## src/logic/iftc_pkg.sv

```systemverilog
// shared constants and types for the instruction timing and flag core
`default_nettype none
package iftc_pkg;
    localparam int CLKS_PER_MC = 4;
    localparam logic [1:0] PH_FIRST = 2'h0;
    localparam logic [1:0] PH_LAST = 2'h3;
    localparam logic [15:0] PC_RESET = 16'h0000;
    localparam logic [7:0] BYTE_RESET = 8'h00;

    localparam logic [7:0] OP_NOP = 8'h00;
    localparam logic [7:0] OP_LJMP = 8'h02;
    localparam logic [7:0] OP_LCALL = 8'h12;
    localparam logic [7:0] OP_RRC = 8'h13;
    localparam logic [7:0] OP_RLC = 8'h33;
    localparam logic [7:0] OP_ORL_C = 8'h72;
    localparam logic [7:0] OP_SJMP = 8'h80;
    localparam logic [7:0] OP_ANL_C = 8'h82;
    localparam logic [7:0] OP_DIV = 8'h84;
    localparam logic [7:0] OP_ORL_CN = 8'hA0;
    localparam logic [7:0] OP_MOV_CB = 8'hA2;
    localparam logic [7:0] OP_MUL = 8'hA4;
    localparam logic [7:0] OP_ANL_CN = 8'hB0;
    localparam logic [7:0] OP_COMPLEMENT_CARRY_BIT = 8'hB3;
    localparam logic [7:0] OP_CLEAR_CARRY_BIT = 8'hC3;
    localparam logic [7:0] OP_SET_C = 8'hD3;
    localparam logic [7:0] OP_DA = 8'hD4;

    localparam logic [3:0] HI_ADD = 4'h2;
    localparam logic [3:0] HI_ADD_WITH_CARRY = 4'h3;
    localparam logic [3:0] HI_SUBTRACT_WITH_BORROW = 4'h9;
    localparam logic [3:0] HI_COMPARE_JUMP_NOT_EQUAL = 4'hB;
    localparam logic [3:0] LO_IMM = 4'h4;
    localparam logic [3:0] LO_DIR = 4'h5;
    localparam logic [3:0] LO_IND0 = 4'h6;
    localparam logic [3:0] LO_IND1 = 4'h7;
    localparam logic [3:0] LO_REG0 = 4'h8;
    localparam logic [3:0] LO_ABS = 4'h1;

    localparam logic [3:0] BCD_MAX = 4'h9;
    localparam logic [8:0] DA_LO_ADJ = 9'h006;
    localparam logic [8:0] DA_HI_ADJ = 9'h060;

    typedef enum logic [4:0] {
        OPK_NOP, OPK_ADD, OPK_ADD_WITH_CARRY, OPK_SUBTRACT_WITH_BORROW, OPK_MUL, OPK_DIV, OPK_DA,
        OPK_RRC, OPK_RLC, OPK_SET_C, OPK_CLEAR_CARRY_BIT, OPK_COMPLEMENT_CARRY_BIT, OPK_ANL_C,
        OPK_ANL_CN, OPK_ORL_C, OPK_ORL_CN, OPK_MOV_CB, OPK_COMPARE_JUMP_NOT_EQUAL,
        OPK_ABS_JMP, OPK_LONG_JMP, OPK_SHORT_JMP
    } iftc_op_t;

    typedef enum logic [2:0] {
        SRC_NONE, SRC_REG, SRC_IND, SRC_DIR, SRC_IMM
    } iftc_src_t;

    typedef enum logic {
        ST_OPCODE, ST_BODY
    } iftc_state_t;
endpackage
`default_nettype wire

```

## src/logic/iftc_decode.sv

```systemverilog
// opcode decoder: operation class, operand source, length and cycle count
`default_nettype none
module iftc_decode (
    // opcode in
    input wire logic [7:0] opcode,
    // decoded fields
    output iftc_pkg::iftc_op_t op_kind,
    output iftc_pkg::iftc_src_t src_kind,
    output logic [1:0] n_bytes,
    output logic [2:0] n_cycles
);
    logic [3:0] hi;
    logic [3:0] lo;
    logic is_jump;

    assign hi = opcode[7:4];
    assign lo = opcode[3:0];

    always_comb
    begin
        op_kind = iftc_pkg::OPK_NOP;
        src_kind = iftc_pkg::SRC_NONE;
        n_bytes = 2'h1;
        is_jump = 1'b0;
        if ((hi == iftc_pkg::HI_ADD || hi == iftc_pkg::HI_ADD_WITH_CARRY ||
             hi == iftc_pkg::HI_SUBTRACT_WITH_BORROW || hi == iftc_pkg::HI_COMPARE_JUMP_NOT_EQUAL) &&
            lo >= iftc_pkg::LO_IMM)
        begin
            case (hi)
                iftc_pkg::HI_ADD: op_kind = iftc_pkg::OPK_ADD;
                iftc_pkg::HI_ADD_WITH_CARRY: op_kind = iftc_pkg::OPK_ADD_WITH_CARRY;
                iftc_pkg::HI_SUBTRACT_WITH_BORROW: op_kind = iftc_pkg::OPK_SUBTRACT_WITH_BORROW;
                default: op_kind = iftc_pkg::OPK_COMPARE_JUMP_NOT_EQUAL;
            endcase
            if (lo == iftc_pkg::LO_IMM)
                src_kind = iftc_pkg::SRC_IMM;
            else if (lo == iftc_pkg::LO_DIR)
                src_kind = iftc_pkg::SRC_DIR;
            else if (lo == iftc_pkg::LO_IND0 || lo == iftc_pkg::LO_IND1)
                src_kind = iftc_pkg::SRC_IND;
            else
                src_kind = iftc_pkg::SRC_REG;
            n_bytes = (src_kind == iftc_pkg::SRC_IMM ||
                       src_kind == iftc_pkg::SRC_DIR) ? 2'h2 : 2'h1;
            if (hi == iftc_pkg::HI_COMPARE_JUMP_NOT_EQUAL)
            begin
                n_bytes = 2'h3;
                is_jump = 1'b1;
            end
        end
        else if (lo == iftc_pkg::LO_ABS)
        begin
            op_kind = iftc_pkg::OPK_ABS_JMP;
            n_bytes = 2'h2;
            is_jump = 1'b1;
        end
        else
        begin
            case (opcode)
                iftc_pkg::OP_LJMP, iftc_pkg::OP_LCALL:
                begin
                    op_kind = iftc_pkg::OPK_LONG_JMP;
                    n_bytes = 2'h3;
                    is_jump = 1'b1;
                end
                iftc_pkg::OP_SJMP:
                begin
                    op_kind = iftc_pkg::OPK_SHORT_JMP;
                    n_bytes = 2'h2;
                    is_jump = 1'b1;
                end
                iftc_pkg::OP_MUL: op_kind = iftc_pkg::OPK_MUL;
                iftc_pkg::OP_DIV: op_kind = iftc_pkg::OPK_DIV;
                iftc_pkg::OP_DA: op_kind = iftc_pkg::OPK_DA;
                iftc_pkg::OP_RRC: op_kind = iftc_pkg::OPK_RRC;
                iftc_pkg::OP_RLC: op_kind = iftc_pkg::OPK_RLC;
                iftc_pkg::OP_SET_C: op_kind = iftc_pkg::OPK_SET_C;
                iftc_pkg::OP_CLEAR_CARRY_BIT: op_kind = iftc_pkg::OPK_CLEAR_CARRY_BIT;
                iftc_pkg::OP_COMPLEMENT_CARRY_BIT: op_kind = iftc_pkg::OPK_COMPLEMENT_CARRY_BIT;
                iftc_pkg::OP_ANL_C, iftc_pkg::OP_ANL_CN, iftc_pkg::OP_ORL_C,
                iftc_pkg::OP_ORL_CN, iftc_pkg::OP_MOV_CB:
                begin
                    n_bytes = 2'h2;
                    src_kind = iftc_pkg::SRC_DIR;
                    case (opcode)
                        iftc_pkg::OP_ANL_C: op_kind = iftc_pkg::OPK_ANL_C;
                        iftc_pkg::OP_ANL_CN: op_kind = iftc_pkg::OPK_ANL_CN;
                        iftc_pkg::OP_ORL_C: op_kind = iftc_pkg::OPK_ORL_C;
                        iftc_pkg::OP_ORL_CN: op_kind = iftc_pkg::OPK_ORL_CN;
                        default: op_kind = iftc_pkg::OPK_MOV_CB;
                    endcase
                end
                default: op_kind = iftc_pkg::OPK_NOP;
            endcase
        end
    end

    assign n_cycles = {1'b0, n_bytes} + {2'h0, is_jump};
endmodule
`default_nettype wire

```

## src/logic/iftc_core.sv

```systemverilog
// instruction sequencer with machine-cycle timing and flag update
`default_nettype none
module iftc_core (
    // clock and reset
    input wire logic ref_clk,
    input wire logic rst_n,
    // program memory
    output logic code_rd,
    output logic [15:0] code_addr,
    input wire logic [7:0] code_data,
    // operand access, answered in the same clock
    output iftc_pkg::iftc_src_t operand_kind,
    output logic [7:0] operand_ref,
    input wire logic [7:0] operand_data,
    input wire logic bit_value,
    // status
    output logic mc_start,
    output logic insn_done,
    output logic [7:0] acc_q,
    output logic [7:0] b_q,
    output logic cy_q,
    output logic ov_q,
    output logic ac_q
);
    iftc_pkg::iftc_state_t st_q, st_d;
    logic [1:0] phase_q, phase_d;
    logic [15:0] pc_q, pc_d;
    logic [7:0] opcode_q, opcode_d, byte2_q, byte2_d, byte3_q, byte3_d;
    logic [2:0] cyc_left_q, cyc_left_d;
    logic [1:0] bytes_left_q, bytes_left_d, got_q, got_d;
    logic [7:0] acc_d, b_d;
    logic cy_d, ov_d, ac_d;

    logic [7:0] cur_op, b2, b3, lhs, rhs, sub_rhs;
    iftc_pkg::iftc_op_t kind;
    iftc_pkg::iftc_src_t src;
    logic [1:0] n_bytes;
    logic [2:0] n_cycles;
    logic fetching, last_cycle, cin;
    logic [15:0] pc_after, product;
    logic [8:0] sum9, da9;
    logic [4:0] sum5;
    logic [7:0] sum7;

    assign cur_op = (st_q == iftc_pkg::ST_OPCODE) ? code_data : opcode_q;

    iftc_decode u_decode (
        .opcode(cur_op),
        .op_kind(kind),
        .src_kind(src),
        .n_bytes(n_bytes),
        .n_cycles(n_cycles)
    );

    assign fetching = (st_q == iftc_pkg::ST_OPCODE) ||
                      (bytes_left_q != 2'h0);
    assign code_rd = fetching && (phase_q == iftc_pkg::PH_FIRST);
    assign code_addr = pc_q;
    assign mc_start = (phase_q == iftc_pkg::PH_FIRST);
    assign last_cycle = (st_q == iftc_pkg::ST_OPCODE) ?
                        (n_cycles == 3'h1) : (cyc_left_q == 3'h1);
    assign insn_done = last_cycle && (phase_q == iftc_pkg::PH_LAST);
    assign pc_after = fetching ? pc_q + 16'h0001 : pc_q;

    // operand bytes arriving in the current cycle are used directly
    assign b2 = (st_q == iftc_pkg::ST_BODY && got_q == 2'h0) ?
                code_data : byte2_q;
    assign b3 = (st_q == iftc_pkg::ST_BODY && got_q == 2'h1) ?
                code_data : byte3_q;

    assign operand_kind = src;
    // indirect forms name pointer register 0 or 1 by the low opcode bit
    assign operand_ref = (src == iftc_pkg::SRC_DIR) ? b2 :
                         (src == iftc_pkg::SRC_IND) ? {7'h00, cur_op[0]} :
                         {5'h00, cur_op[2:0]};

    assign cin = (kind == iftc_pkg::OPK_ADD) ? 1'b0 : cy_q;
    // compare-jump on a register or indirect cell takes the immediate byte
    assign rhs = (src == iftc_pkg::SRC_IMM ||
                  (kind == iftc_pkg::OPK_COMPARE_JUMP_NOT_EQUAL && src != iftc_pkg::SRC_DIR)) ?
                 b2 : operand_data;
    assign sub_rhs = (kind == iftc_pkg::OPK_SUBTRACT_WITH_BORROW) ? ~rhs : rhs;
    assign lhs = (kind == iftc_pkg::OPK_COMPARE_JUMP_NOT_EQUAL && src != iftc_pkg::SRC_IMM &&
                  src != iftc_pkg::SRC_DIR) ? operand_data : acc_q;

    always_comb
    begin
        // subtract as add of complement with inverted carry in
        sum5 = {1'b0, acc_q[3:0]} + {1'b0, sub_rhs[3:0]} +
               {4'h0, (kind == iftc_pkg::OPK_SUBTRACT_WITH_BORROW) ? ~cin : cin};
        sum7 = {1'b0, acc_q[6:0]} + {1'b0, sub_rhs[6:0]} +
               {7'h00, (kind == iftc_pkg::OPK_SUBTRACT_WITH_BORROW) ? ~cin : cin};
        sum9 = {1'b0, acc_q} + {1'b0, sub_rhs} +
               {8'h00, (kind == iftc_pkg::OPK_SUBTRACT_WITH_BORROW) ? ~cin : cin};
        product = {8'h00, acc_q} * {8'h00, b_q};
        da9 = {1'b0, acc_q};
        if (acc_q[3:0] > iftc_pkg::BCD_MAX || ac_q)
            da9 = da9 + iftc_pkg::DA_LO_ADJ;
        if (da9[7:4] > iftc_pkg::BCD_MAX || cy_q || da9[8])
            da9 = da9 + iftc_pkg::DA_HI_ADJ;
    end

    always_comb
    begin
        st_d = st_q;
        phase_d = phase_q + 2'h1;
        pc_d = pc_q;
        opcode_d = opcode_q;
        byte2_d = byte2_q;
        byte3_d = byte3_q;
        cyc_left_d = cyc_left_q;
        bytes_left_d = bytes_left_q;
        got_d = got_q;
        acc_d = acc_q;
        b_d = b_q;
        cy_d = cy_q;
        ov_d = ov_q;
        ac_d = ac_q;
        if (phase_q == iftc_pkg::PH_LAST)
        begin
            pc_d = pc_after;
            if (st_q == iftc_pkg::ST_OPCODE)
            begin
                opcode_d = code_data;
                cyc_left_d = n_cycles - 3'h1;
                bytes_left_d = n_bytes - 2'h1;
                got_d = 2'h0;
                if (n_cycles != 3'h1)
                    st_d = iftc_pkg::ST_BODY;
            end
            else
            begin
                cyc_left_d = cyc_left_q - 3'h1;
                if (fetching)
                begin
                    bytes_left_d = bytes_left_q - 2'h1;
                    got_d = got_q + 2'h1;
                    if (got_q == 2'h0)
                        byte2_d = code_data;
                    else
                        byte3_d = code_data;
                end
                if (last_cycle)
                    st_d = iftc_pkg::ST_OPCODE;
            end
            if (last_cycle)
            begin
                case (kind)
                    iftc_pkg::OPK_ADD, iftc_pkg::OPK_ADD_WITH_CARRY,
                    iftc_pkg::OPK_SUBTRACT_WITH_BORROW:
                    begin
                        acc_d = sum9[7:0];
                        cy_d = (kind == iftc_pkg::OPK_SUBTRACT_WITH_BORROW) ? ~sum9[8] :
                               sum9[8];
                        ac_d = (kind == iftc_pkg::OPK_SUBTRACT_WITH_BORROW) ? ~sum5[4] :
                               sum5[4];
                        ov_d = sum9[8] ^ sum7[7];
                    end
                    iftc_pkg::OPK_MUL:
                    begin
                        acc_d = product[7:0];
                        b_d = product[15:8];
                        cy_d = 1'b0;
                        ov_d = (product[15:8] != 8'h00);
                    end
                    iftc_pkg::OPK_DIV:
                    begin
                        cy_d = 1'b0;
                        ov_d = (b_q == 8'h00);
                        if (b_q != 8'h00)
                        begin
                            acc_d = acc_q / b_q;
                            b_d = acc_q % b_q;
                        end
                    end
                    iftc_pkg::OPK_DA:
                    begin
                        acc_d = da9[7:0];
                        cy_d = cy_q | da9[8];
                    end
                    iftc_pkg::OPK_RRC:
                    begin
                        acc_d = {cy_q, acc_q[7:1]};
                        cy_d = acc_q[0];
                    end
                    iftc_pkg::OPK_RLC:
                    begin
                        acc_d = {acc_q[6:0], cy_q};
                        cy_d = acc_q[7];
                    end
                    iftc_pkg::OPK_SET_C: cy_d = 1'b1;
                    iftc_pkg::OPK_CLEAR_CARRY_BIT: cy_d = 1'b0;
                    iftc_pkg::OPK_COMPLEMENT_CARRY_BIT: cy_d = ~cy_q;
                    iftc_pkg::OPK_ANL_C: cy_d = cy_q & bit_value;
                    iftc_pkg::OPK_ANL_CN: cy_d = cy_q & ~bit_value;
                    iftc_pkg::OPK_ORL_C: cy_d = cy_q | bit_value;
                    iftc_pkg::OPK_ORL_CN: cy_d = cy_q | ~bit_value;
                    iftc_pkg::OPK_MOV_CB: cy_d = bit_value;
                    iftc_pkg::OPK_COMPARE_JUMP_NOT_EQUAL:
                    begin
                        cy_d = (lhs < rhs);
                        if (lhs != rhs)
                            pc_d = pc_after + {{8{b3[7]}}, b3};
                    end
                    iftc_pkg::OPK_ABS_JMP:
                        pc_d = {pc_after[15:11], opcode_q[7:5], b2};
                    iftc_pkg::OPK_LONG_JMP: pc_d = {b2, b3};
                    iftc_pkg::OPK_SHORT_JMP:
                        pc_d = pc_after + {{8{b2[7]}}, b2};
                    default: acc_d = acc_q;
                endcase
            end
        end
    end

    always_ff @(posedge ref_clk or negedge rst_n)
    begin
        if (!rst_n)
        begin
            st_q <= iftc_pkg::ST_OPCODE;
            phase_q <= iftc_pkg::PH_FIRST;
            pc_q <= iftc_pkg::PC_RESET;
            opcode_q <= iftc_pkg::OP_NOP;
            byte2_q <= iftc_pkg::BYTE_RESET;
            byte3_q <= iftc_pkg::BYTE_RESET;
            cyc_left_q <= 3'h0;
            bytes_left_q <= 2'h0;
            got_q <= 2'h0;
            acc_q <= iftc_pkg::BYTE_RESET;
            b_q <= iftc_pkg::BYTE_RESET;
            cy_q <= 1'b0;
            ov_q <= 1'b0;
            ac_q <= 1'b0;
        end
        else
        begin
            st_q <= st_d;
            phase_q <= phase_d;
            pc_q <= pc_d;
            opcode_q <= opcode_d;
            byte2_q <= byte2_d;
            byte3_q <= byte3_d;
            cyc_left_q <= cyc_left_d;
            bytes_left_q <= bytes_left_d;
            got_q <= got_d;
            acc_q <= acc_d;
            b_q <= b_d;
            cy_q <= cy_d;
            ov_q <= ov_d;
            ac_q <= ac_d;
        end
    end
endmodule
`default_nettype wire

```

## config.mk

```make
export PLATFORM = sky130hd
export DESIGN_NAME = iftc_core
export DESIGN_NICKNAME = d
export VERILOG_FILES = /design/src/logic/iftc_pkg.sv /design/src/logic/iftc_decode.sv /design/src/logic/iftc_core.sv
export SDC_FILE = /design/constraint.sdc
export NUM_CORES = 1
export LEC_CHECK = 0
export BUFFER_PORTS_ARGS = -buffer_cell sky130_fd_sc_hd__buf_4
export CAP_MARGIN = 20
export CORE_ASPECT_RATIO = 1.2
export CORE_MARGIN = 3
export CORE_UTILIZATION = 50
export DETAILED_ROUTE_END_ITERATION = 8
export PLACE_DENSITY = 0.7
export SETUP_SLACK_MARGIN = 0.1
export SLEW_MARGIN = 20
export SYNTH_ARGS = -nofsm -noshare
export SYNTH_HDL_FRONTEND = slang
export SYNTH_SLANG_ARGS = --single-unit
```

## constraint.sdc

```tcl
create_clock -name ref_clk -period 10.1 [get_ports ref_clk]
set_clock_uncertainty 0.15 [all_clocks]
set_input_delay 2.02 -clock ref_clk [delete_from_list [all_inputs] [get_ports ref_clk]]
set_output_delay 2.02 -clock ref_clk [all_outputs]
set_load 0.1 [all_outputs]
```

==> run metrics <==
via density per instance=6.21; latest clock arrival within the worst-skew pair=360 ps; Detailed Place HPWL=26900 um; source of the worst hold timing path=phase_q[0]; XOR/XNOR Fraction of Synth Area=7.06%; predominant post-synthesis flop cell=sky130_fd_sc_hd__dfrtp_1; worst setup slack for register-to-register paths=-90 ps; mux share of post-synthesis cell area=8.62%; final hold violations=0; maximum level of the CTS H-tree=3; final worst path period need=10190 ps; mean post-synth cell area=8.18 um^2; category of the most critical setup path=register to register; Cell Count Post-Placement=1723; highest cell delay on the worst timing path=420 ps; clock buffers created by TritonCTS=9; # fillers=1946; worst flop-to-flop path startpoint=b_q[4]; vertical die dimension=172 um; I/O pin count=68; Detailed Route WL=35600 um; violations in the final reports=negative setup slack; number of cells in the finished layout apart from fillers=1772; Max Clock Freq=98.1 MHz; number of flip-flops and latches in the synthesized netlist=69; ANT cells=0; area of the core=0.0221 mm^2; data required time at the worst endpoint=10180 ps; Reg-to-Reg End=b_q[5]; clock tree from TritonCTS=yes; Post-Synth Simple-Gate Area=19.5%; first-pass GRT wire length=56300 um; Seq/Total Area, Yosys=15.1%; most used cell along the critical path=sky130_fd_sc_hd__o21a_1; P&R area growth vs syn=17.0%; Via Count=11010; post-route antenna net violation count=0; depth of the worst hold-timing path=1; cts-stage hold buffer count=0; antenna violations before repair=0; synthesized cell area=0.0114 mm^2; Pins Over Slew Limit=0; post-route DRC violation count=0; die area=0.0247 mm^2; number of setup violations in the final report=6; kind of path behind the tightest hold check=register to register; total negative slack=-330 ps; Critical Path Sink Type=register; via count of the first global-routing pass=10959; headroom to the max-slew limit=32.6%; slowest CP cell=sky130_fd_sc_hd__dfrtp_2; cell count of the worst reg-to-reg path=52; cell row count=59; end of the worst hold path=phase_q[0]; number of warnings reported in the yosys synthesis log=0; post-synth net total=1591; global-route usage over all layers=28.7%; Post-synth EDFFs=0; Port Buffers=67; drt wl/cell=20.1 um; Clock Sink Count=69; max-cap violation count=0; final layout net count=1688; Starting Density=51.7%; share of the synthesized area in compound gates (AO/OA/AOI/OAI)=22.2%; worst endpoint data arrival time=10280 ps; total congestion overflow=0; number of optimization iterations in the first detailed-route pass=6; pin count of the biggest net entering global routing=61; smallest setup slack after layout=-94.5 ps; Clock Root Buffer=sky130_fd_sc_hd__clkbuf_16; width of the die=144 um; adder-cell share of the synthesized area=22.0%; post-CTS clock slew at the launch and capture registers of the worst setup and hold paths=70 ps; Hold WS=305 ps; Worst Tran Pin Value=1010 ps; Gate Count Post-Synth=1396; CTS Buffer Depth=2; result of the run=complete, but fails checks; final worst-path cycle share=101%; largest fanout on the critical path=5; distinct cell type count of the synthesized netlist=100; Setup crit start kind=register; DRC marker count from the first detailed-route iteration=872; unrepaired setup endpoints after global routing=yes; share of final-layout standard cells stronger than drive strength 1=22.4%; async set or reset register ratio after synthesis=100%; dominant combinational cell family by area after synthesis=compound AO/OA/AOI/OAI gates; routability congestion estimate from global placement=0.936
[sequential cells by signal, indices dropped and copies added (netlist names)]
| signal | cells |
|---|---|
| cyc_left_q | 3 |
| acc_q | 8 |
| ov_q | 1 |
| b_q | 8 |
| byte2_q | 8 |
| opcode_q | 8 |
| got_q | 2 |
| bytes_left_q | 2 |
| phase_q | 2 |
| st_q | 1 |
| ac_q | 1 |
| cy_q | 1 |
| code_addr | 16 |
| byte3_q | 8 |
[through the flow]
stage / cell area, um^2 / utilization (%) / setup slack (ps)
floorplan: 11600 / - / -30.4
global placement: 12500 / 56.7 / -42.1
detailed placement: 12500 / 56.7 / -176
CTS: 13100 / 59.2 / 107
global route: 13400 / 60.5 / -615
finish: 13400 / 60.5 / -94.5
[critical path: cells and delay by family (launching register included)]
| kind | cells | cell delay (ps) |
|---|---|---|
| and+or+nand+nor | 10 | 1490 |
| adders and majority gates | 7 | 1910 |
| DFF | 1 | 420 |
| buffers and inverters | 4 | 490 |
| AOI/OAI and AO/OA | 27 | 4560 |
| muxes | 4 | 1040 |
[cells in the final DEF, fill, tap and decap left out, types with 8 or more instances in the layout]
cell                        count
sky130_fd_sc_hd__ha_4          10
sky130_fd_sc_hd__o22ai_1       11
sky130_fd_sc_hd__a22oi_1       10
sky130_fd_sc_hd__a221oi_1      13
sky130_fd_sc_hd__fa_1          41
sky130_fd_sc_hd__dfrtp_2        8
sky130_fd_sc_hd__and2_1        15
sky130_fd_sc_hd__o31ai_1       11
sky130_fd_sc_hd__buf_4        139
sky130_fd_sc_hd__xor2_1        42
sky130_fd_sc_hd__or2_2         11
sky130_fd_sc_hd__mux2_2        50
sky130_fd_sc_hd__dfrtp_1       59
sky130_fd_sc_hd__nor2b_1       17
sky130_fd_sc_hd__inv_1         88
sky130_fd_sc_hd__and3_1         9
sky130_fd_sc_hd__nand3_1       25
sky130_fd_sc_hd__nor3_1        35
sky130_fd_sc_hd__xnor2_1       50
sky130_fd_sc_hd__nor2_1       124
sky130_fd_sc_hd__a31oi_1       20
sky130_fd_sc_hd__clkbuf_16      9
sky130_fd_sc_hd__o21ai_0       53
sky130_fd_sc_hd__o211ai_1       9
sky130_fd_sc_hd__nand4_1       12
sky130_fd_sc_hd__a21oi_1       80
sky130_fd_sc_hd__ha_1         124
sky130_fd_sc_hd__a222oi_1      13
sky130_fd_sc_hd__mux2i_1       24
sky130_fd_sc_hd__a21oi_2        8
sky130_fd_sc_hd__nand2b_1      15
sky130_fd_sc_hd__nand2_1      124
sky130_fd_sc_hd__a21o_1        21
sky130_fd_sc_hd__o21a_1        23
[worst max-delay path by stage]
stage          startpoint     end  slack (ps)  cells after the start
2_1_floorplan      b_q[0]  b_q[7]         -30                     51
3_3_place_gp       b_q[4]  b_q[7]         -40                     48
3_5_place_dp       b_q[4]  b_q[7]        -180                     49
4_1_cts            b_q[5]  b_q[7]         110                     49
5_1_grt            b_q[0]  b_q[5]        -610                     53
6_report           b_q[4]  b_q[5]         -90                     52
[per-layer routing]
layer	up-vias	share of wire [%]	GRT usage (%)
li1	5248	-	-
met1	5199	39	33.5
met2	447	50	51.1
met3	116	5.6	3.87
met4	0	5.3	14.0
met5	-	0	0
[layout make-up]
cell class / instances / area [um^2] / share of cell area, %
Clock inverter: 7 / 108 / 0.805
Multi-Input combinational cell: 1172 / 9460 / 70.8
Timing Repair Buffer: 146 / 1120 / 8.40
Clock buffer: 9 / 225 / 1.69
Inverter: 95 / 362 / 2.71
Sequential cell: 69 / 1740 / 13.1
Tap cell: 274 / 343 / 2.57
[cell usage after synthesis (18+ instances only)]
cell	number	share of area, %
sky130_fd_sc_hd__a21o_1	21	1.4
sky130_fd_sc_hd__ha_1	135	15
sky130_fd_sc_hd__nor2b_1	18	0.99
sky130_fd_sc_hd__xor2_1	42	3.2
sky130_fd_sc_hd__o21ai_0	63	2.8
sky130_fd_sc_hd__mux2i_1	29	2.5
sky130_fd_sc_hd__dfrtp_1	69	15
sky130_fd_sc_hd__nand2_1	128	4.2
sky130_fd_sc_hd__nand3_1	26	1.1
sky130_fd_sc_hd__nor3_1	38	1.7
sky130_fd_sc_hd__clkbuf_1	42	1.4
sky130_fd_sc_hd__fa_1	41	7.2
sky130_fd_sc_hd__mux2_2	54	5.3
sky130_fd_sc_hd__o21a_1	24	1.6
sky130_fd_sc_hd__a21oi_1	86	3.8
sky130_fd_sc_hd__inv_1	91	3.0
sky130_fd_sc_hd__a31oi_1	21	1.2
sky130_fd_sc_hd__xnor2_1	50	3.8
sky130_fd_sc_hd__nor2_1	127	4.2
[logic make-up (layout without fill, tap and decap cells)]
group / Yosys count / after routing
compound gates: 363 / 364
buf+inv: 156 / 257
xor+xnor: 92 / 92
mux: 89 / 89
flops: 69 / 69
fa+ha+maj: 176 / 176
simple gates: 451 / 451
[repair_timing]
item | CTS | global route
gates cloned | 1 | 0
setup buffers | 16 | 16
endpoints found under the setup margin | 9 | 9
resized for setup | 19 | 45
pin swaps | 25 | 45
Power is left out: the tool's default activity adds up to more than one toggle a clock period on the data nets, which glitch-free logic cannot reach.
